### src/eid_pkg.sv
// Shared constants, types and decode helpers for the extended instruction decoder
package eid_pkg;

  // Register bus geometry and answers
  localparam int         AXI_AW      = 8;
  localparam logic [1:0] RESP_OKAY   = 2'h0;
  localparam logic [1:0] RESP_SLVERR = 2'h2;

  // Register byte offsets
  localparam logic [7:0] OFF_CTRL   = 8'h00;
  localparam logic [7:0] OFF_ACC    = 8'h04;
  localparam logic [7:0] OFF_BANK   = 8'h08;
  localparam logic [7:0] OFF_STATUS = 8'h0C;
  localparam logic [7:0] OFF_PC     = 8'h10;
  localparam logic [7:0] OFF_PTR0   = 8'h14;
  localparam logic [7:0] OFF_PTR1   = 8'h18;
  localparam logic [7:0] OFF_PTR2   = 8'h1C;
  localparam logic [7:0] OFF_LATCH  = 8'h20;

  // Field positions and reset values
  localparam int         CTRL_EXT_BIT = 0;
  localparam int         CTRL_RUN_BIT = 1;
  localparam int         STAT_Z_BIT   = 0;
  localparam int         STAT_N_BIT   = 1;
  localparam logic [1:0] CTRL_RESET   = 2'h0;
  localparam logic [7:0] BYTE_RESET   = 8'h00;
  localparam logic [11:0] PTR_RESET   = 12'h000;
  localparam logic [20:0] PC_RESET    = 21'h000000;
  localparam logic [20:0] PC_STEP     = 21'h000002;

  // Opcode fields
  localparam logic [6:0]  OP_TEST_SKIP = 7'h33;
  localparam logic [7:0]  OP_XOR_LIT   = 8'h0A;
  localparam logic [5:0]  OP_XOR_FILE  = 6'h06;
  localparam logic [7:0]  OP_PTR_ADD   = 8'hE8;
  localparam logic [7:0]  OP_PTR_SUB   = 8'hE9;
  localparam logic [7:0]  OP_PUSH_LIT  = 8'hEA;
  localparam logic [7:0]  OP_MOVE_IDX  = 8'hEB;
  localparam logic [15:0] OP_CALL_ACC  = 16'h0014;
  localparam logic [3:0]  PFX_SECOND   = 4'hF;
  localparam logic [3:0]  PFX_MOVE_ABS = 4'hC;
  localparam logic [6:0]  PFX_CALL     = 7'h76;
  localparam logic [6:0]  PFX_LOAD_JMP = 7'h77;
  localparam logic [1:0]  SEL_STACK    = 2'h3;

  // Addressing constants
  localparam logic [7:0]  INDEXED_MAX  = 8'h5F;
  localparam logic [7:0]  ACCESS_SPLIT = 8'h60;
  localparam logic [3:0]  ACCESS_LOBNK = 4'h0;
  localparam logic [3:0]  ACCESS_HIBNK = 4'hF;
  localparam logic [11:0] IND_ADDR0    = 12'hFEF;
  localparam logic [11:0] IND_ADDR1    = 12'hFE7;
  localparam logic [11:0] IND_ADDR2    = 12'hFDF;

  typedef enum logic [2:0] {
    EID_EXEC,
    EID_SKIP,
    EID_SKIP2,
    EID_BUBBLE,
    EID_MOVE2
  } eid_state_t;

  // First word of any two-word instruction
  function automatic logic isTwoWord(input logic [15:0] w);
    isTwoWord = (w[15:12] == PFX_MOVE_ABS) || (w[15:9] == PFX_CALL) ||
                (w[15:9] == PFX_LOAD_JMP) || (w[15:8] == OP_MOVE_IDX);
  endfunction

  // Data address that maps onto an indirect access register
  function automatic logic isIndirect(input logic [11:0] a);
    isIndirect = (a == IND_ADDR0) || (a == IND_ADDR1) || (a == IND_ADDR2);
  endfunction

endpackage

### src/eid_core.sv
// Decode and execute for test-skip, xor and extended instructions
`timescale 1ns/1ps
module eid_core
  import eid_pkg::*;
#(
  parameter int STACK_DEPTH = 8
) (
  input  wire logic              clk,
  input  wire logic              srst,
  // AXI4-Lite slave
  input  wire logic [AXI_AW-1:0] s_axi_awaddr,
  input  wire logic              s_axi_awvalid,
  output logic                   s_axi_awready,
  input  wire logic [31:0]       s_axi_wdata,
  input  wire logic [3:0]        s_axi_wstrb,
  input  wire logic              s_axi_wvalid,
  output logic                   s_axi_wready,
  output logic [1:0]             s_axi_bresp,
  output logic                   s_axi_bvalid,
  input  wire logic              s_axi_bready,
  input  wire logic [AXI_AW-1:0] s_axi_araddr,
  input  wire logic              s_axi_arvalid,
  output logic                   s_axi_arready,
  output logic [31:0]            s_axi_rdata,
  output logic [1:0]             s_axi_rresp,
  output logic                   s_axi_rvalid,
  input  wire logic              s_axi_rready,
  // Program memory, read in the same cycle
  output logic [20:0]            progAddr,
  input  wire logic [15:0]       progData,
  // Data memory, read in the same cycle, written at the edge
  output logic [11:0]            dmemAddr,
  input  wire logic [7:0]        dmemRdData,
  output logic [7:0]             dmemWrData,
  output logic                   dmemWrEn
);
  // Architectural state
  logic [1:0]  ctrl_q,  ctrl_d;
  logic [7:0]  acc_q,   acc_d;
  logic [7:0]  bank_q,  bank_d;
  logic [1:0]  stat_q,  stat_d;
  logic [20:0] pc_q,    pc_d;
  logic [11:0] ptr_q [3];
  logic [11:0] ptr_d [3];
  logic [7:0]  latH_q,  latH_d;
  logic [7:0]  latU_q,  latU_d;
  logic [7:0]  moveData_q, moveData_d;
  logic        moveAbs_q,  moveAbs_d;
  eid_state_t  state_q, state_d;

  // Bus side state
  logic [AXI_AW-1:0] awAddr_q, awAddr_d;
  logic              awHave_q, awHave_d;
  logic [31:0]       wData_q,  wData_d;
  logic [3:0]        wStrb_q,  wStrb_d;
  logic              wHave_q,  wHave_d;
  logic              bValid_q, bValid_d;
  logic [1:0]        bResp_q,  bResp_d;
  logic              rValid_q, rValid_d;
  logic [31:0]       rData_q,  rData_d;
  logic [1:0]        rResp_q,  rResp_d;

  logic        swWr;
  logic        extOn;
  logic        running;
  logic [11:0] fileAddr;
  logic        rsPush;
  logic        rsPop;
  logic [20:0] rsHead;
  logic [20:0] pcNext;

  assign extOn   = ctrl_q[CTRL_EXT_BIT];
  assign running = ctrl_q[CTRL_RUN_BIT];
  assign pcNext  = pc_q + PC_STEP;
  assign progAddr = pc_q;

  eid_file_addr u_addr (
    .fileOp      (progData[7:0]),
    .accessSel   (progData[8]),
    .bankSel     (bank_q[3:0]),
    .extEnable   (extOn),
    .stackPtr    (ptr_q[2]),
    .fileAddr    (fileAddr),
    .indexedMode ()
  );

  eid_return_stack #(
    .DEPTH (STACK_DEPTH),
    .PC_W  (21)
  ) u_stack (
    .clk      (clk),
    .srst     (srst),
    .push     (rsPush),
    .pop      (rsPop),
    .pushData (pcNext),
    .head     (rsHead)
  );

  // Bus write/read sequencing; address and data taken in either order
  always_comb begin
    awAddr_d = awAddr_q;
    awHave_d = awHave_q;
    wData_d  = wData_q;
    wStrb_d  = wStrb_q;
    wHave_d  = wHave_q;
    bValid_d = bValid_q;
    bResp_d  = bResp_q;
    rValid_d = rValid_q;
    rData_d  = rData_q;
    rResp_d  = rResp_q;
    s_axi_awready = !awHave_q && !bValid_q;
    s_axi_wready  = !wHave_q && !bValid_q;
    s_axi_arready = !rValid_q;
    swWr = awHave_q && wHave_q && !bValid_q;
    if (s_axi_awvalid && s_axi_awready) begin
      awAddr_d = s_axi_awaddr;
      awHave_d = 1'b1;
    end
    if (s_axi_wvalid && s_axi_wready) begin
      wData_d = s_axi_wdata;
      wStrb_d = s_axi_wstrb;
      wHave_d = 1'b1;
    end
    if (swWr) begin
      awHave_d = 1'b0;
      wHave_d  = 1'b0;
      bValid_d = 1'b1;
      bResp_d  = RESP_OKAY;
      if (awAddr_q == OFF_STATUS || awAddr_q == OFF_PC || awAddr_q > OFF_LATCH ||
          awAddr_q[1:0] != 2'h0) begin
        bResp_d = RESP_SLVERR;
      end
    end
    if (bValid_q && s_axi_bready) begin
      bValid_d = 1'b0;
    end
    if (s_axi_arvalid && s_axi_arready) begin
      rValid_d = 1'b1;
      rResp_d  = RESP_OKAY;
      rData_d  = 32'h00000000;
      if (s_axi_araddr == OFF_CTRL) begin
        rData_d = {30'h0, ctrl_q};
      end else if (s_axi_araddr == OFF_ACC) begin
        rData_d = {24'h0, acc_q};
      end else if (s_axi_araddr == OFF_BANK) begin
        rData_d = {24'h0, bank_q};
      end else if (s_axi_araddr == OFF_STATUS) begin
        rData_d = {30'h0, stat_q};
      end else if (s_axi_araddr == OFF_PC) begin
        rData_d = {11'h0, pc_q};
      end else if (s_axi_araddr == OFF_PTR0) begin
        rData_d = {20'h0, ptr_q[0]};
      end else if (s_axi_araddr == OFF_PTR1) begin
        rData_d = {20'h0, ptr_q[1]};
      end else if (s_axi_araddr == OFF_PTR2) begin
        rData_d = {20'h0, ptr_q[2]};
      end else if (s_axi_araddr == OFF_LATCH) begin
        rData_d = {16'h0, latU_q, latH_q};
      end else begin
        rResp_d = RESP_SLVERR;
      end
    end else if (rValid_q && s_axi_rready) begin
      rValid_d = 1'b0;
    end
  end

  always_ff @(posedge clk) begin
    if (srst) begin
      awAddr_q <= '0;
      awHave_q <= 1'b0;
      wData_q  <= 32'h00000000;
      wStrb_q  <= 4'h0;
      wHave_q  <= 1'b0;
      bValid_q <= 1'b0;
      bResp_q  <= RESP_OKAY;
      rValid_q <= 1'b0;
      rData_q  <= 32'h00000000;
      rResp_q  <= RESP_OKAY;
    end else begin
      awAddr_q <= awAddr_d;
      awHave_q <= awHave_d;
      wData_q  <= wData_d;
      wStrb_q  <= wStrb_d;
      wHave_q  <= wHave_d;
      bValid_q <= bValid_d;
      bResp_q  <= bResp_d;
      rValid_q <= rValid_d;
      rData_q  <= rData_d;
      rResp_q  <= rResp_d;
    end
  end

  assign s_axi_bvalid = bValid_q;
  assign s_axi_bresp  = bResp_q;
  assign s_axi_rvalid = rValid_q;
  assign s_axi_rdata  = rData_q;
  assign s_axi_rresp  = rResp_q;

  // Execute one program word per cycle while running
  always_comb begin
    logic [7:0]  xorRes;
    logic [1:0]  sel;
    logic [11:0] lit;
    logic [11:0] dst;
    xorRes     = acc_q ^ dmemRdData;
    sel        = progData[7:6];
    lit        = {6'h00, progData[5:0]};
    dst        = 12'h000;
    ctrl_d     = ctrl_q;
    acc_d      = acc_q;
    bank_d     = bank_q;
    stat_d     = stat_q;
    pc_d       = pc_q;
    ptr_d      = ptr_q;
    latH_d     = latH_q;
    latU_d     = latU_q;
    moveData_d = moveData_q;
    moveAbs_d  = moveAbs_q;
    state_d    = state_q;
    rsPush     = 1'b0;
    rsPop      = 1'b0;
    dmemAddr   = fileAddr;
    dmemWrData = 8'h00;
    dmemWrEn   = 1'b0;
    if (running) begin
      pc_d = pcNext;
      case (state_q)
        EID_SKIP: begin
          // Discarded word; a two-word one costs a further cycle
          state_d = isTwoWord(progData) ? EID_SKIP2 : EID_EXEC;
        end
        EID_SKIP2: begin
          state_d = EID_EXEC;
        end
        EID_BUBBLE: begin
          // New target is fetched here, so the pc holds
          pc_d    = pc_q;
          state_d = EID_EXEC;
        end
        EID_MOVE2: begin
          state_d = EID_EXEC;
          dst = moveAbs_q ? progData[11:0] : ptr_q[2] + {5'h00, progData[6:0]};
          dmemAddr   = dst;
          dmemWrData = moveData_q;
          dmemWrEn   = moveAbs_q || !isIndirect(dst);
        end
        default: begin
          if (progData[15:9] == OP_TEST_SKIP) begin
            if (dmemRdData == 8'h00) begin
              state_d = EID_SKIP;
            end
          end else if (progData[15:8] == OP_XOR_LIT) begin
            acc_d = acc_q ^ progData[7:0];
            stat_d[STAT_Z_BIT] = (acc_d == 8'h00);
            stat_d[STAT_N_BIT] = acc_d[7];
          end else if (progData[15:10] == OP_XOR_FILE) begin
            if (progData[9]) begin
              dmemWrData = xorRes;
              dmemWrEn   = 1'b1;
            end else begin
              acc_d = xorRes;
            end
            stat_d[STAT_Z_BIT] = (xorRes == 8'h00);
            stat_d[STAT_N_BIT] = xorRes[7];
          end else if (extOn) begin
            if (progData[15:9] == OP_PTR_ADD[7:1]) begin
              if (sel == SEL_STACK) begin
                ptr_d[2] = progData[8] ? ptr_q[2] - lit : ptr_q[2] + lit;
                pc_d     = rsHead;
                rsPop    = 1'b1;
                state_d  = EID_BUBBLE;
              end else begin
                ptr_d[sel] = progData[8] ? ptr_q[sel] - lit : ptr_q[sel] + lit;
              end
            end else if (progData == OP_CALL_ACC) begin
              rsPush  = 1'b1;
              pc_d    = {latU_q[4:0], latH_q, acc_q};
              state_d = EID_BUBBLE;
            end else if (progData[15:8] == OP_PUSH_LIT) begin
              dmemAddr   = ptr_q[2];
              dmemWrData = progData[7:0];
              dmemWrEn   = 1'b1;
              ptr_d[2]   = ptr_q[2] - 12'h001;
            end else if (progData[15:8] == OP_MOVE_IDX) begin
              dmemAddr   = ptr_q[2] + {5'h00, progData[6:0]};
              moveData_d = isIndirect(dmemAddr) ? 8'h00 : dmemRdData;
              moveAbs_d  = !progData[7];
              state_d    = EID_MOVE2;
            end
          end
        end
      endcase
    end
    // Software writes override the core in the same cycle
    if (swWr && wStrb_q[0]) begin
      if (awAddr_q == OFF_CTRL) begin
        ctrl_d = wData_q[1:0];
      end else if (awAddr_q == OFF_ACC) begin
        acc_d = wData_q[7:0];
      end else if (awAddr_q == OFF_BANK) begin
        bank_d = wData_q[7:0];
      end else if (awAddr_q == OFF_PTR0) begin
        ptr_d[0] = {wStrb_q[1] ? wData_q[11:8] : ptr_q[0][11:8], wData_q[7:0]};
      end else if (awAddr_q == OFF_PTR1) begin
        ptr_d[1] = {wStrb_q[1] ? wData_q[11:8] : ptr_q[1][11:8], wData_q[7:0]};
      end else if (awAddr_q == OFF_PTR2) begin
        ptr_d[2] = {wStrb_q[1] ? wData_q[11:8] : ptr_q[2][11:8], wData_q[7:0]};
      end else if (awAddr_q == OFF_LATCH) begin
        latH_d = wData_q[7:0];
        latU_d = wStrb_q[1] ? wData_q[15:8] : latU_q;
      end
    end
  end

  always_ff @(posedge clk) begin
    if (srst) begin
      ctrl_q     <= CTRL_RESET;
      acc_q      <= BYTE_RESET;
      bank_q     <= BYTE_RESET;
      stat_q     <= 2'h0;
      pc_q       <= PC_RESET;
      ptr_q      <= '{PTR_RESET, PTR_RESET, PTR_RESET};
      latH_q     <= BYTE_RESET;
      latU_q     <= BYTE_RESET;
      moveData_q <= BYTE_RESET;
      moveAbs_q  <= 1'b0;
      state_q    <= EID_EXEC;
    end else begin
      ctrl_q     <= ctrl_d;
      acc_q      <= acc_d;
      bank_q     <= bank_d;
      stat_q     <= stat_d;
      pc_q       <= pc_d;
      ptr_q      <= ptr_d;
      latH_q     <= latH_d;
      latU_q     <= latU_d;
      moveData_q <= moveData_d;
      moveAbs_q  <= moveAbs_d;
      state_q    <= state_d;
    end
  end
endmodule

### src/eid_file_addr.sv
// Effective data address of a byte-oriented file operand
`timescale 1ns/1ps
module eid_file_addr
  import eid_pkg::*;
(
  input  wire logic [7:0]  fileOp,
  input  wire logic        accessSel,
  input  wire logic [3:0]  bankSel,
  input  wire logic        extEnable,
  input  wire logic [11:0] stackPtr,
  output logic      [11:0] fileAddr,
  output logic             indexedMode
);
  // Indexed mode only below the split, only with the extension on
  always_comb begin
    indexedMode = !accessSel && extEnable && (fileOp <= INDEXED_MAX);
    if (accessSel) begin
      fileAddr = {bankSel, fileOp};
    end else if (indexedMode) begin
      fileAddr = stackPtr + {4'h0, fileOp};
    end else if (fileOp < ACCESS_SPLIT) begin
      fileAddr = {ACCESS_LOBNK, fileOp};
    end else begin
      fileAddr = {ACCESS_HIBNK, fileOp};
    end
  end
endmodule

### src/eid_return_stack.sv
// Hardware return stack for calls and returns
`timescale 1ns/1ps
module eid_return_stack
  import eid_pkg::*;
#(
  parameter int DEPTH = 8,
  parameter int PC_W  = 21
) (
  input  wire logic            clk,
  input  wire logic            srst,
  input  wire logic            push,
  input  wire logic            pop,
  input  wire logic [PC_W-1:0] pushData,
  output logic      [PC_W-1:0] head
);
  localparam int PW = $clog2(DEPTH) + 1;

  logic [PC_W-1:0] mem [DEPTH];
  logic [PW-1:0]   ptr_q;
  logic [PW-1:0]   ptr_d;

  // Overflow wraps; the head simply reads stale data, as a small core would
  always_comb begin
    ptr_d = ptr_q;
    if (push) begin
      ptr_d = ptr_q + PW'(1);
    end else if (pop && ptr_q != '0) begin
      ptr_d = ptr_q - PW'(1);
    end
  end

  always_ff @(posedge clk) begin
    if (srst) begin
      ptr_q <= '0;
    end else begin
      ptr_q <= ptr_d;
    end
    if (push) begin
      mem[ptr_q[PW-2:0]] <= pushData;
    end
  end

  // Low pointer bits wrap with the power-of-two depth
  assign head = mem[ptr_q[PW-2:0] - (PW-1)'(1)];
endmodule

### config.mk
export PLATFORM = sky130hd
export DESIGN_NAME = eid_core
export DESIGN_NICKNAME = d
export VERILOG_FILES = /design/src/eid_pkg.sv /design/src/eid_core.sv /design/src/eid_file_addr.sv /design/src/eid_return_stack.sv
export SDC_FILE = /design/constraint.sdc
export NUM_CORES = 1
export LEC_CHECK = 0
export ABC_AREA = 1
export BUFFER_PORTS_ARGS = -buffer_cell sky130_fd_sc_hd__buf_2
export CAP_MARGIN = 20
export CORE_MARGIN = 4
export CORE_UTILIZATION = 35
export DETAILED_ROUTE_END_ITERATION = 8
export PLACE_DENSITY = 0.52
export SETUP_SLACK_MARGIN = 0.5
export SYNTH_ARGS = -nofsm -noshare
export SYNTH_HDL_FRONTEND = slang
export SYNTH_SLANG_ARGS = --single-unit
### constraint.sdc
create_clock -name clk -period 4 [get_ports clk]
set_input_delay 0.4 -clock clk [delete_from_list [all_inputs] [get_ports clk]]
set_output_delay 0.4 -clock clk [all_outputs]
set_load 0.02 [all_outputs]
==> impl_summary.log <==
INFO  metric worst_slew_margin_rel = 0.330
INFO  metric instances_no_fill = 3162
INFO  metric timing.final.crit_share = 0.868
INFO  metric synth_top_family_by_area = compound AO/OA/AOI/OAI gates
INFO  metric timing.critical_path.max_delay_family = simple AND/OR/NAND/NOR gates
INFO  metric synth_ff_type = sky130_fd_sc_hd__edfxtp_1
INFO  metric number_of_nets_with_antenna_violations_after_routing = 0
INFO  metric maxCapViolCount = 0
INFO  metric finalWeightedCongestion = 0.941
INFO  metric cp-end-kind = output port
INFO  metric row_count = 84
INFO  metric htree_num_levels = 2
INFO  metric crit_chain = ha_4 -> inv_1 -> o21ai_0 -> nand2_1 -> o2111ai_1 -> nand2_1 -> xor2_2 -> or2_2 -> nor3_2 -> nand2_1 -> nand2_1 -> nand2_1 -> buf_4
INFO  metric reg2reg_slack = 0.93 ns
INFO  metric synthTopCellsByArea = sky130_fd_sc_hd__edfxtp_1 27%, sky130_fd_sc_hd__dfxtp_1 18%, sky130_fd_sc_hd__o21ai_0 7.5%
INFO  metric tritoncts.num_buffers = 37
INFO  metric drc = 0
INFO  metric placement.io_buffers = 134
INFO  metric proportion_of_layout_cells_with_a_drive_suffix_above_1 = 0.142
INFO  metric drtPass1Iterations = 6
INFO  metric power_per_cell_area = 350 nW/µm²
INFO  metric floorplan.die.width = 238 µm
INFO  metric dpl.cell_count = 3096
INFO  metric synth-edff-count = 168
INFO  metric timing_worst_slew_pin_value = 1.00 ns
INFO  metric groute.usage.overall = 0.237
INFO  metric final_period_minus_worst_setup_slack = 3.47 ns
INFO  metric cts.root.buffer_cell = sky130_fd_sc_hd__clkbuf_16
INFO  metric timing_max_transition_violations_final = 0
INFO  metric fp.coreArea = 52400 µm²
INFO  metric synth.largest_area_cell = sky130_fd_sc_hd__edfxtp_1
INFO  metric synth.avg_cell_area = 8.00 µm²
INFO  metric path_class = reg -> out
INFO  metric vias = 17600
INFO  metric synth-seq-area-share = 0.447
INFO  metric worstPathArrival = 3.07 ns
INFO  metric critPathMostFrequentCell = sky130_fd_sc_hd__nand2_1
INFO  metric ir_drop = 0.255 mV
INFO  metric tritoncts = done
INFO  metric post_synth_and_or_nand_nor_area_fraction = 0.194
INFO  metric yosys.area.top_type_share = 0.272
INFO  metric worst_hold_path_type = in -> reg
INFO  metric clock_power_share = 0.435
INFO  metric totalWireLength = 70200 µm
INFO  metric post-layout-total-power = 7.50 mW
INFO  metric synth-async-reset-ratio = 0
INFO  metric setup-violations-final = 0
INFO  metric switching_share = 0.251
INFO  metric floorplan.die_area = 56700 µm²
INFO  metric fmaxAchievable = 288 MHz
INFO  metric clkLatencyLatePin = 0.56 ns
INFO  metric cts.sinks = 330
INFO  metric cts_hold_repair.buffers = 0
INFO  metric cts_max_path_buffers = 3
INFO  metric io_pins = 166
INFO  metric fin_tns_setup = 0 ns
INFO  metric cp_max_fo = 4
INFO  metric worstPathBufferInverterCount = 2
INFO  metric synth-compound-area-share = 0.228
INFO  metric pin_count_of_the_biggest_net_entering_global_routing = 87
INFO  metric finalHoldViolations = 0
INFO  metric hpwl = 51800 µm
INFO  metric run_status = finished, final reports clean
INFO  metric synth-warning-count = 0
INFO  metric yosys.area_share.adder = 0.0246
INFO  metric flow.area_growth_from_synthesis = 15.6%
INFO  metric critical_path.slowest_cell = sky130_fd_sc_hd__dfxtp_2
INFO  metric grt_first_pass_wirelength = 104000 µm
INFO  metric sequentialPowerShare = 0.480
INFO  metric viasPerCell = 5.57
INFO  metric routedWlPerCell = 22.2 µm
INFO  metric total_standard_cell_area_after_synthesis = 18500 µm²
INFO  metric syn_inst_count = 2316
INFO  metric worstPathRequired = 3.60 ns
INFO  metric fin_worst_skew = 0.0217 ns
INFO  metric p_switching = 1.88 mW
INFO  metric synth-seq-cells = 330
INFO  metric die_height = 238 µm
INFO  metric vias_in_the_first_global_route = 16900
INFO  metric worst_setup_hold_path_clk_slew = 0.07 ns
INFO  metric antenna_found_initial = 0
INFO  metric grt-ovfl-total = 0
INFO  metric power.internal = 5.62 mW
INFO  metric synth_cell_type_count = 68
INFO  metric max_stage_delay = 0.34 ns
INFO  metric share_comb_of_total_power = 0.085
INFO  metric static-leakage-power = 8.16 nW
INFO  metric dr.first_iter.drc_count = 1394
INFO  metric synthXorXnorAreaFrac = 0.0283
INFO  metric design.final.nets = 2569
INFO  metric floorplan.initialDensity = 0.353
INFO  metric synth.mux.area_fraction = 0.00108
INFO  metric grt_setup_unrepaired = true
INFO  metric startpoint_type = flop
[kinds of logic after synthesis]
family,Yosys count
AND/OR/NAND/NOR,822
AO/OA/AOI/OAI,719
buffers and inverters,349
flip-flops,330
XOR/XNOR,59
adder cells (fa/ha/maj),34
multiplexers,2
other,1
[stage by stage]
step	cell area (µm²)	utilization	hold WS, ns	setup slack [ns]
floorplan	18600	-	0.430	0.582
global placement	20100	0.384	0.441	0.633
detailed placement	20100	0.384	0.450	0.577
CTS	21300	0.407	0.00874	0.466
global route	21400	0.408	0.0300	0.396
finish	21400	0.408	0.0386	0.527
[cells in the mapped netlist (25+ instances only)]
cell type                  number
sky130_fd_sc_hd__clkbuf_1      80
sky130_fd_sc_hd__edfxtp_1     168
sky130_fd_sc_hd__ha_1          30
sky130_fd_sc_hd__a21oi_1      216
sky130_fd_sc_hd__nand2_1      362
sky130_fd_sc_hd__inv_1        202
sky130_fd_sc_hd__nand4_1       25
sky130_fd_sc_hd__o21ai_0      277
sky130_fd_sc_hd__nor2_1       230
sky130_fd_sc_hd__nor3_1        40
sky130_fd_sc_hd__xor2_1        44
sky130_fd_sc_hd__dfxtp_1      162
sky130_fd_sc_hd__nand3_1      113
sky130_fd_sc_hd__o221ai_1      46
sky130_fd_sc_hd__o211ai_1      36
[cell usage in the layout, fill, tap and decap left out, types with 15 or more instances in the layout]
master                      synthesis  final
sky130_fd_sc_hd__clkinv_1           8     15
sky130_fd_sc_hd__o211ai_1          36     36
sky130_fd_sc_hd__a21oi_1          216    216
sky130_fd_sc_hd__inv_1            202    201
sky130_fd_sc_hd__ha_1              30     26
sky130_fd_sc_hd__xor2_1            44     41
sky130_fd_sc_hd__nor2_1           230    228
sky130_fd_sc_hd__o22ai_1           23     23
sky130_fd_sc_hd__nor3_1            40     30
sky130_fd_sc_hd__nor3_2             5     15
sky130_fd_sc_hd__buf_4             17     71
sky130_fd_sc_hd__buf_2             18    133
sky130_fd_sc_hd__inv_2             15     17
sky130_fd_sc_hd__nand2_1          362    360
sky130_fd_sc_hd__o21ai_0          277    273
sky130_fd_sc_hd__a211oi_1          24     24
sky130_fd_sc_hd__nand4_1           25     25
sky130_fd_sc_hd__o21ai_1           14     15
sky130_fd_sc_hd__o221ai_1          46     46
sky130_fd_sc_hd__edfxtp_1         168    168
sky130_fd_sc_hd__clkbuf_16          0     37
sky130_fd_sc_hd__a221oi_1          21     21
sky130_fd_sc_hd__nand3_1          113    113
sky130_fd_sc_hd__dfxtp_1          162    157
[state kept, by name (all words and copies together) (netlist names), 2 cells and up]
signal         cells
u_stack.mem      168
ptr_q             36
progAddr          21
s_axi_rdata       21
wData_q           16
acc_q              8
awAddr_q           8
bank_q             8
latH_q             8
latU_q             8
moveData_q         8
u_stack.ptr_q      4
state_q            3
ctrl_q             2
stat_q             2
wStrb_q            2
[repair_timing]
item,in CTS,in global routing
resized for setup,13,15
setup buffers,0,5
pin swaps,0,6
endpoints found under the setup margin,3,8
[worst paths after layout]
| kind | from | end | cells after the start |
|---|---|---|---|
| worst min register to register | bank_q[5]$_SDFFE_PP0P_ | bank_q[5]$_SDFFE_PP0P_ | 2 |
| worst min-delay path | s_axi_bready | s_axi_bvalid$_SDFFE_PP0P_ | 2 |
| worst max register to register | state_q[1]$_SDFFE_PP0P_ | u_stack.ptr_q[3]$_SDFFE_PP0P_ | 16 |
| worst max-delay path | ptr_q[4]$_SDFF_PP0_ | dmemWrEn | 13 |
[per-layer routing]
metal / global-route usage / vias up / wire length, µm
met2: 0.411 / 577 / 34200
met5: 0 / - / 0
li1: - / 8386 / -
met3: 0.0284 / 136 / 3630
met4: 0.0996 / 0 / 3060
met1: 0.300 / 8507 / 29300
[worst reg2reg max path: cells and delay by family, from the launching register on]
family,cells,cell delay (ns)
and+or+nand+nor,8,1.32
AOI/OAI and AO/OA,4,0.43
adders and majority gates,1,0.38
DFF,1,0.37
buffers and inverters,2,0.23
xor gates and xnor gates,1,0.21
[cell type report]
| type | count | area, µm² |
|---|---|---|
| Antenna cell | 1 | 2.50 |
| Clock buffer | 43 | 978 |
| Clock inverter | 17 | 154 |
| Fill cell | 5296 | 31000 |
| Inverter | 229 | 870 |
| Multi-Input combinational cell | 1649 | 9030 |
| Sequential cell | 330 | 8300 |
| Tap cell | 688 | 861 |
| Timing Repair Buffer | 205 | 1220 |
[power by group through the flow]
stage | clock (mW) | combinational (mW) | sequential [mW]
after global routing | 3.45 | 0.699 | 3.60
after detailed placement | 0 | 0.622 | 3.67
final | 3.26 | 0.637 | 3.60
after global placement | 0 | 0.616 | 3.67
after floorplan | 0 | 0.400 | 3.66
after CTS | 3.33 | 0.627 | 3.60
Power figures use the tool's default switching activity.
